--- config.mk ---
export PLATFORM = sky130hd
export DESIGN_NAME = precision_dac_load_regs
export DESIGN_NICKNAME = d
export VERILOG_FILES = /design/src/dac_load_regs_pkg.sv /design/src/precision_dac_load_regs.sv
export SDC_FILE = /design/constraint.sdc
export NUM_CORES = 1
export LEC_CHECK = 0
export ABC_AREA = 1
export BUFFER_PORTS_ARGS = -buffer_cell sky130_fd_sc_hd__buf_2
export CAP_MARGIN = 30
export CORE_ASPECT_RATIO = 0.9
export CORE_MARGIN = 2
export CORE_UTILIZATION = 40
export DETAILED_ROUTE_END_ITERATION = 7
export HOLD_SLACK_MARGIN = 0.06
export SKIP_LAST_GASP = 1
export SYNTH_ARGS = -nofsm -noshare
export SYNTH_HDL_FRONTEND = slang
export SYNTH_SLANG_ARGS = --single-unit
--- constraint.sdc ---
create_clock -name clk_i -period 3.3 [get_ports clk_i]
set_clock_uncertainty 0.05 [all_clocks]
set_input_delay 0.165 -clock clk_i [delete_from_list [all_inputs] [get_ports clk_i]]
set_output_delay 0.165 -clock clk_i [all_outputs]
set_load 0.005 [all_outputs]
--- src/dac_load_regs_pkg.sv ---
// Package: register map, field layout and reset values of the load register bank
package dac_load_regs_pkg;

    // ------------------------------------------------------------------
    // Register offsets
    // ------------------------------------------------------------------
    localparam logic [7:0] STROBE_MASK_REGISTER_OFS  = 8'h37;
    localparam logic [7:0] CHANNEL_OUTPUT_CODE_OFS   = 8'h38;
    localparam logic [7:0] OUTPUT_PAGE_BROADCAST_OFS = 8'h3E;
    localparam logic [7:0] PAGE_CHANNEL_SELECT_OFS   = 8'h41;
    localparam logic [7:0] INPUT_PAGE_BROADCAST_OFS  = 8'h42;
    localparam logic [7:0] SOFTWARE_LOAD_TRIGGER_OFS = 8'h45;
    localparam logic [7:0] CHANNEL_INPUT_CODE_OFS    = 8'h46;

    // ------------------------------------------------------------------
    // Field layout
    // ------------------------------------------------------------------
    localparam int CODE_MSB     = 23;
    localparam int CODE_LSB     = 8;
    localparam int CODE_W       = CODE_MSB - CODE_LSB + 1;
    localparam int REG_W        = 24;
    localparam int CTRL_BIT     = 0;

    // ------------------------------------------------------------------
    // Reset values
    // ------------------------------------------------------------------
    localparam logic [15:0] CODE_RESET = 16'h0000;
    localparam logic        BIT_RESET  = 1'h0;
    localparam logic [23:0] READ_ZERO  = 24'h000000;

    typedef struct packed {
        logic        write;
        logic        read;
        logic [7:0]  addr;
        logic [23:0] wdata;
    } reg_req_s;

endpackage

--- src/precision_dac_load_regs.sv ---
// Precision-mode page, input and output code registers with load triggers
// Operation
// - Select set: input page write copies to input
// - Select set: output page write copies to output
// - Input page holds code in bits 23:8
// - Soft load one moves input to output
// - Soft load bit clears itself after write
// - Soft load equals hardware strobe low pulse
// - Input code bits 23:8, low byte zero
// - Three triggers move input to output
// - Reset clears page, input, select, trigger
// - Internal reset held until supplies good
// - Reserved bits 23:1 read zero
// - Mask bit clear lets strobe load output
// - Output code readable, writable, resets zero
//
// Design decision made here: the strobed register port.
`timescale 1ns/10ps

module precision_dac_load_regs (
    input  wire logic        clk_i,
    input  wire logic        resetn_i,
    input  wire logic        supply_good_i,
    input  wire logic        load_strobe_n_i,
    input  wire logic        auto_transfer_i,
    input  wire logic [7:0]  addr_i,
    input  wire logic [23:0] wdata_i,
    input  wire logic        write_i,
    input  wire logic        read_i,
    output logic      [23:0] rdata_o,
    output logic      [15:0] live_output_code_o
);

    // ------------------------------------------------------------------
    // Reset release, gated by the supply monitor
    // ------------------------------------------------------------------
    logic       rst_meta;
    logic       rst_sync;
    logic       supply_meta;
    logic       supply_sync;

    // Supply status is asynchronous; synchronise before it gates anything
    always_ff @(posedge clk_i or negedge resetn_i) begin
        if (!resetn_i) begin
            supply_meta <= 1'b0;
            supply_sync <= 1'b0;
        end else begin
            supply_meta <= supply_good_i;
            supply_sync <= supply_meta;
        end
    end

    always_ff @(posedge clk_i or negedge resetn_i) begin
        if (!resetn_i) begin
            rst_meta <= 1'b0;
            rst_sync <= 1'b0;
        end else begin
            rst_meta <= 1'b1;
            rst_sync <= rst_meta & supply_sync;
        end
    end

    logic       resetn;
    assign resetn = rst_sync;

    // ------------------------------------------------------------------
    // Bus request
    // ------------------------------------------------------------------
    dac_load_regs_pkg::reg_req_s req;
    assign req.write = write_i;
    assign req.read  = read_i;
    assign req.addr  = addr_i;
    assign req.wdata = wdata_i;

    logic [15:0] wcode;
    assign wcode = req.wdata[dac_load_regs_pkg::CODE_MSB:dac_load_regs_pkg::CODE_LSB];

    function automatic logic wr_at(input logic [7:0] ofs);
        wr_at = req.write && (req.addr == ofs);
    endfunction

    // ------------------------------------------------------------------
    // Strobe pin, synchronised, falling edge detected
    // ------------------------------------------------------------------
    logic       strobe_meta;
    logic       strobe_sync;
    logic       strobe_prev;
    logic       auto_meta;
    logic       auto_sync;

    always_ff @(posedge clk_i or negedge resetn) begin
        if (!resetn) begin
            strobe_meta <= 1'b1;
            strobe_sync <= 1'b1;
            strobe_prev <= 1'b1;
            auto_meta   <= 1'b0;
            auto_sync   <= 1'b0;
        end else begin
            strobe_meta <= load_strobe_n_i;
            strobe_sync <= strobe_meta;
            strobe_prev <= strobe_sync;
            auto_meta   <= auto_transfer_i;
            auto_sync   <= auto_meta;
        end
    end

    // ------------------------------------------------------------------
    // Control bits
    // ------------------------------------------------------------------
    logic       first_channel_pick;
    logic       strobe_mask_bit;

    // Only bit 0 is stored, so reserved bits cannot be set
    always_ff @(posedge clk_i or negedge resetn) begin
        if (!resetn) begin
            first_channel_pick <= dac_load_regs_pkg::BIT_RESET;
        end else if (wr_at(dac_load_regs_pkg::PAGE_CHANNEL_SELECT_OFS)) begin
            first_channel_pick <= req.wdata[dac_load_regs_pkg::CTRL_BIT];
        end
    end

    always_ff @(posedge clk_i or negedge resetn) begin
        if (!resetn) begin
            strobe_mask_bit <= dac_load_regs_pkg::BIT_RESET;
        end else if (wr_at(dac_load_regs_pkg::STROBE_MASK_REGISTER_OFS)) begin
            strobe_mask_bit <= req.wdata[dac_load_regs_pkg::CTRL_BIT];
        end
    end

    // Write-only pulse: never stored, so it reads zero and clears at once
    logic       soft_load_bit;
    assign soft_load_bit = wr_at(dac_load_regs_pkg::SOFTWARE_LOAD_TRIGGER_OFS)
                           && req.wdata[dac_load_regs_pkg::CTRL_BIT];

    logic       hw_load;
    assign hw_load = strobe_prev && !strobe_sync && !strobe_mask_bit;

    logic       load_now;
    assign load_now = soft_load_bit || hw_load || auto_sync;

    // ------------------------------------------------------------------
    // Code registers
    // ------------------------------------------------------------------
    logic [15:0] input_page;
    logic [15:0] output_page;
    logic [15:0] pending_code;
    logic [15:0] live_output_code;

    always_ff @(posedge clk_i or negedge resetn) begin
        if (!resetn) begin
            input_page <= dac_load_regs_pkg::CODE_RESET;
        end else if (wr_at(dac_load_regs_pkg::INPUT_PAGE_BROADCAST_OFS)) begin
            input_page <= wcode;
        end
    end

    always_ff @(posedge clk_i or negedge resetn) begin
        if (!resetn) begin
            output_page <= dac_load_regs_pkg::CODE_RESET;
        end else if (wr_at(dac_load_regs_pkg::OUTPUT_PAGE_BROADCAST_OFS)) begin
            output_page <= wcode;
        end
    end

    // Page write with select set wins over a direct write in the same cycle
    always_ff @(posedge clk_i or negedge resetn) begin
        if (!resetn) begin
            pending_code <= dac_load_regs_pkg::CODE_RESET;
        end else if (wr_at(dac_load_regs_pkg::INPUT_PAGE_BROADCAST_OFS)
                     && first_channel_pick) begin
            pending_code <= wcode;
        end else if (wr_at(dac_load_regs_pkg::CHANNEL_INPUT_CODE_OFS)) begin
            pending_code <= wcode;
        end
    end

    // A software write to the output code beats a load in the same cycle
    always_ff @(posedge clk_i or negedge resetn) begin
        if (!resetn) begin
            live_output_code <= dac_load_regs_pkg::CODE_RESET;
        end else if (wr_at(dac_load_regs_pkg::OUTPUT_PAGE_BROADCAST_OFS)
                     && first_channel_pick) begin
            live_output_code <= wcode;
        end else if (wr_at(dac_load_regs_pkg::CHANNEL_OUTPUT_CODE_OFS)) begin
            live_output_code <= wcode;
        end else if (load_now) begin
            live_output_code <= pending_code;
        end
    end

    assign live_output_code_o = live_output_code;

    // ------------------------------------------------------------------
    // Read port, data one cycle after the strobe
    // ------------------------------------------------------------------
    logic [23:0] next_rdata;

    always_comb begin
        next_rdata = dac_load_regs_pkg::READ_ZERO;
        unique case (req.addr)
            dac_load_regs_pkg::PAGE_CHANNEL_SELECT_OFS:
                next_rdata[0] = first_channel_pick;
            dac_load_regs_pkg::STROBE_MASK_REGISTER_OFS:
                next_rdata[0] = strobe_mask_bit;
            dac_load_regs_pkg::INPUT_PAGE_BROADCAST_OFS:
                next_rdata = {input_page, 8'h00};
            dac_load_regs_pkg::OUTPUT_PAGE_BROADCAST_OFS:
                next_rdata = {output_page, 8'h00};
            dac_load_regs_pkg::CHANNEL_INPUT_CODE_OFS:
                next_rdata = {pending_code, 8'h00};
            dac_load_regs_pkg::CHANNEL_OUTPUT_CODE_OFS:
                next_rdata = {live_output_code, 8'h00};
            default:
                next_rdata = dac_load_regs_pkg::READ_ZERO;
        endcase
    end

    // Read data only in the cycle after the strobe, zero otherwise
    always_ff @(posedge clk_i or negedge resetn) begin
        if (!resetn) begin
            rdata_o <= dac_load_regs_pkg::READ_ZERO;
        end else if (req.read) begin
            rdata_o <= next_rdata;
        end else begin
            rdata_o <= dac_load_regs_pkg::READ_ZERO;
        end
    end

endmodule

==> reports/results.tsv <==
metric	value	unit
vias per cell	4.86	
core footprint	0.0103	mm²
Max Clock Freq	560	MHz
area leader, netlist	dfrtp_1	
status	finished clean	
most common cell in the netlist	nand2_1	
Detailed Route Iter0 Violations	302	
Slew Viols, Final	0	
initial antenna violation count	0	
Post-CTS Resized	0	
placed cells	715	
#FFs+latches synth	92	
Post-CTS Hold Fix Bufs	21	
Antenna diodes	0	
H-tree depth	3	
fillers	1003	
vias in the first global route	3374	
# IOs	79	
post-layout util	49.6	%
Final HPWL DP	6940	µm
number of buffers created by CTS	9	
WL/cell	13.6	µm
CP Class	register to register	
share of post-route cells with drive strength above 1	17.3	%
main area contributors after synthesis	dfrtp_1, nand2_1, nand3_1	
number of synthesized flops with an enable pin	0	
reg2reg setup slack	1510	ps
Final period util	54.1	%
clock root cell	clkbuf_16	
area of the multi-input gates	0.00166	mm²
max-cap viol count	0	
drt drc	0	
CP Max Fanout	32	
worst skew pair latency	340	ps
Syn-to-layout area delta	19.9	%
final cell count without fillers	752	
largest net degree at the start of global routing	43	
max_slew headroom	59.2	%
Starting Density	41.4	%
GRT overflow	0	
Routed Antenna Nets	0	
synthesized area	0.00426	mm²
Tmin final	1790	ps
clock buffer depth	2	
first-pass GRT wire length	16900	µm
Finish-stage setup viols	0	
die height	102	µm
Reg area	0.00231	mm²
total chip power	2.37	mW
WP data required	3480	ps
row count	35	
Initial DRT Pass Iterations	7	
Avg Cell Area, Syn	7.86	µm²
Post-Syn Instances	542	
Yosys cell types	23	
TritonCTS clock tree	done	
number of setup buffers added after CTS	0	
final wirelength	10300	µm
Least-Margin Pin Slew	610	ps
post-synth top area share	52.3	%
critical path arrival	1970	ps
Post-synth top flop	dfrtp_1	
hold crit path type	primary input to register	
RD Place Congestion	0.838	
Die ar.	0.0115	mm²
Worst setup EP type	register	
VDD IR max	298	µV
cells on worst reg2reg path	6	
routed vias	3657	
CTS Sinks	92	
nets@finish	657	
synth cell count leaders	nand2_1, dfrtp_1, nand3_1	
TNS Setup	0	ps
yosys warns	0	
Power Density	465	mW/mm²
Die Wd	113	µm
P_leak	2.87	nW
worst hold stages	3	
critical path launch point type	register	
Total GRT Usage	18.8	%
async set-reset flop share out of synthesis	100	%
Fin. Hold Viols	0	
sequential area share after synthesis	54.1	%
clock-pin transition on the worst setup and hold timing paths	70	ps
RSZ-0062 raised after global routing	false	
PortBufs	64	
worst paths after layout:
check	start	end
min in group asynchronous	resetn_i	resetn
max reg2reg	first_channel_pick	live_output_code_o[7]
min	read_i	rdata_o[8]
max in group asynchronous	resetn	strobe_meta
max	first_channel_pick	live_output_code_o[7]
min reg2reg	resetn	live_output_code_o[13]
critical path, cell delays in order (launching register included):
cell and delay, ps:
dfrtp_1 430, nand3_1 120, nand2_2 250, nand2_2 570, nand2_1 110, nand2_1 90
nand2_1 50
per-stage QoR:
step                      instance area (µm²)  hold WS (ps)  setup slack, ps
after global routing                     5110          96.8             1390
after CTS                                5110          60.3             1560
after floorplan                          4280          -181              563
after detailed placement                 4610         -76.8             1450
after global placement                   4610         -79.0             1460
final                                    5110          74.8             1510
flip-flops by register name (all words and copies together), names as in the netlist:
| register | cells |
|---|---|
| supply_sync | 1 |
| strobe_meta | 1 |
| supply_meta | 1 |
| resetn | 1 |
| first_channel_pick | 1 |
| rdata_o | 17 |
| output_page | 16 |
| live_output_code_o | 16 |
| input_page | 16 |
| strobe_sync | 1 |
| auto_sync | 1 |
| strobe_mask_bit | 1 |
| strobe_prev | 1 |
| pending_code | 16 |
| rst_meta | 1 |
| auto_meta | 1 |
where the power goes:
part / internal, mW / switching, mW
Sequential: 1.17 / 0.0390
Combinational: 0.0662 / 0.0954
Clock: 0.531 / 0.468
Total: 1.77 / 0.602
layer usage:
layer | vias to the layer above | GRT usage (%) | wire length [µm]
li1 | 1822 | - | -
met5 | - | 0 | 0
met3 | 6 | 2.61 | 648
met4 | 0 | 4.88 | 83
met1 | 1711 | 29.1 | 5200
met2 | 118 | 27.7 | 4340
layout by cell type (no fill, tap or decap), drive strengths merged, types with 3 or more instances in the layout:
cell type    count
nand2          249
dfrtp           89
buf             68
nand3           54
nor2            41
inv             36
o21ai           34
dlygate4sd3     21
clkbuf           9
conb             8
nand4            3
dfstp            3
layout make-up:
class	count	area share [%]
Sequential cell	92	45.2
Clock buffer	9	4.41
Timing Repair Buffer	89	11.0
Inverter	33	2.45
Clock inverter	7	1.30
Multi-Input combinational cell	393	32.5
Tap cell	129	3.16
cells by family (layout without fill, tap and decap cells):
| logic type | Yosys count | after routing | synth area share, % |
|---|---|---|---|
| other | 2 | 8 | 0.176 |
| AO/OA/AOI/OAI | 36 | 36 | 4.23 |
| buffers and inverters | 63 | 138 | 7.46 |
| flip-flops | 92 | 92 | 54.1 |
| AND/OR/NAND/NOR | 349 | 349 | 34.0 |
No activity file was read; power rests on OpenSTA's default activity.
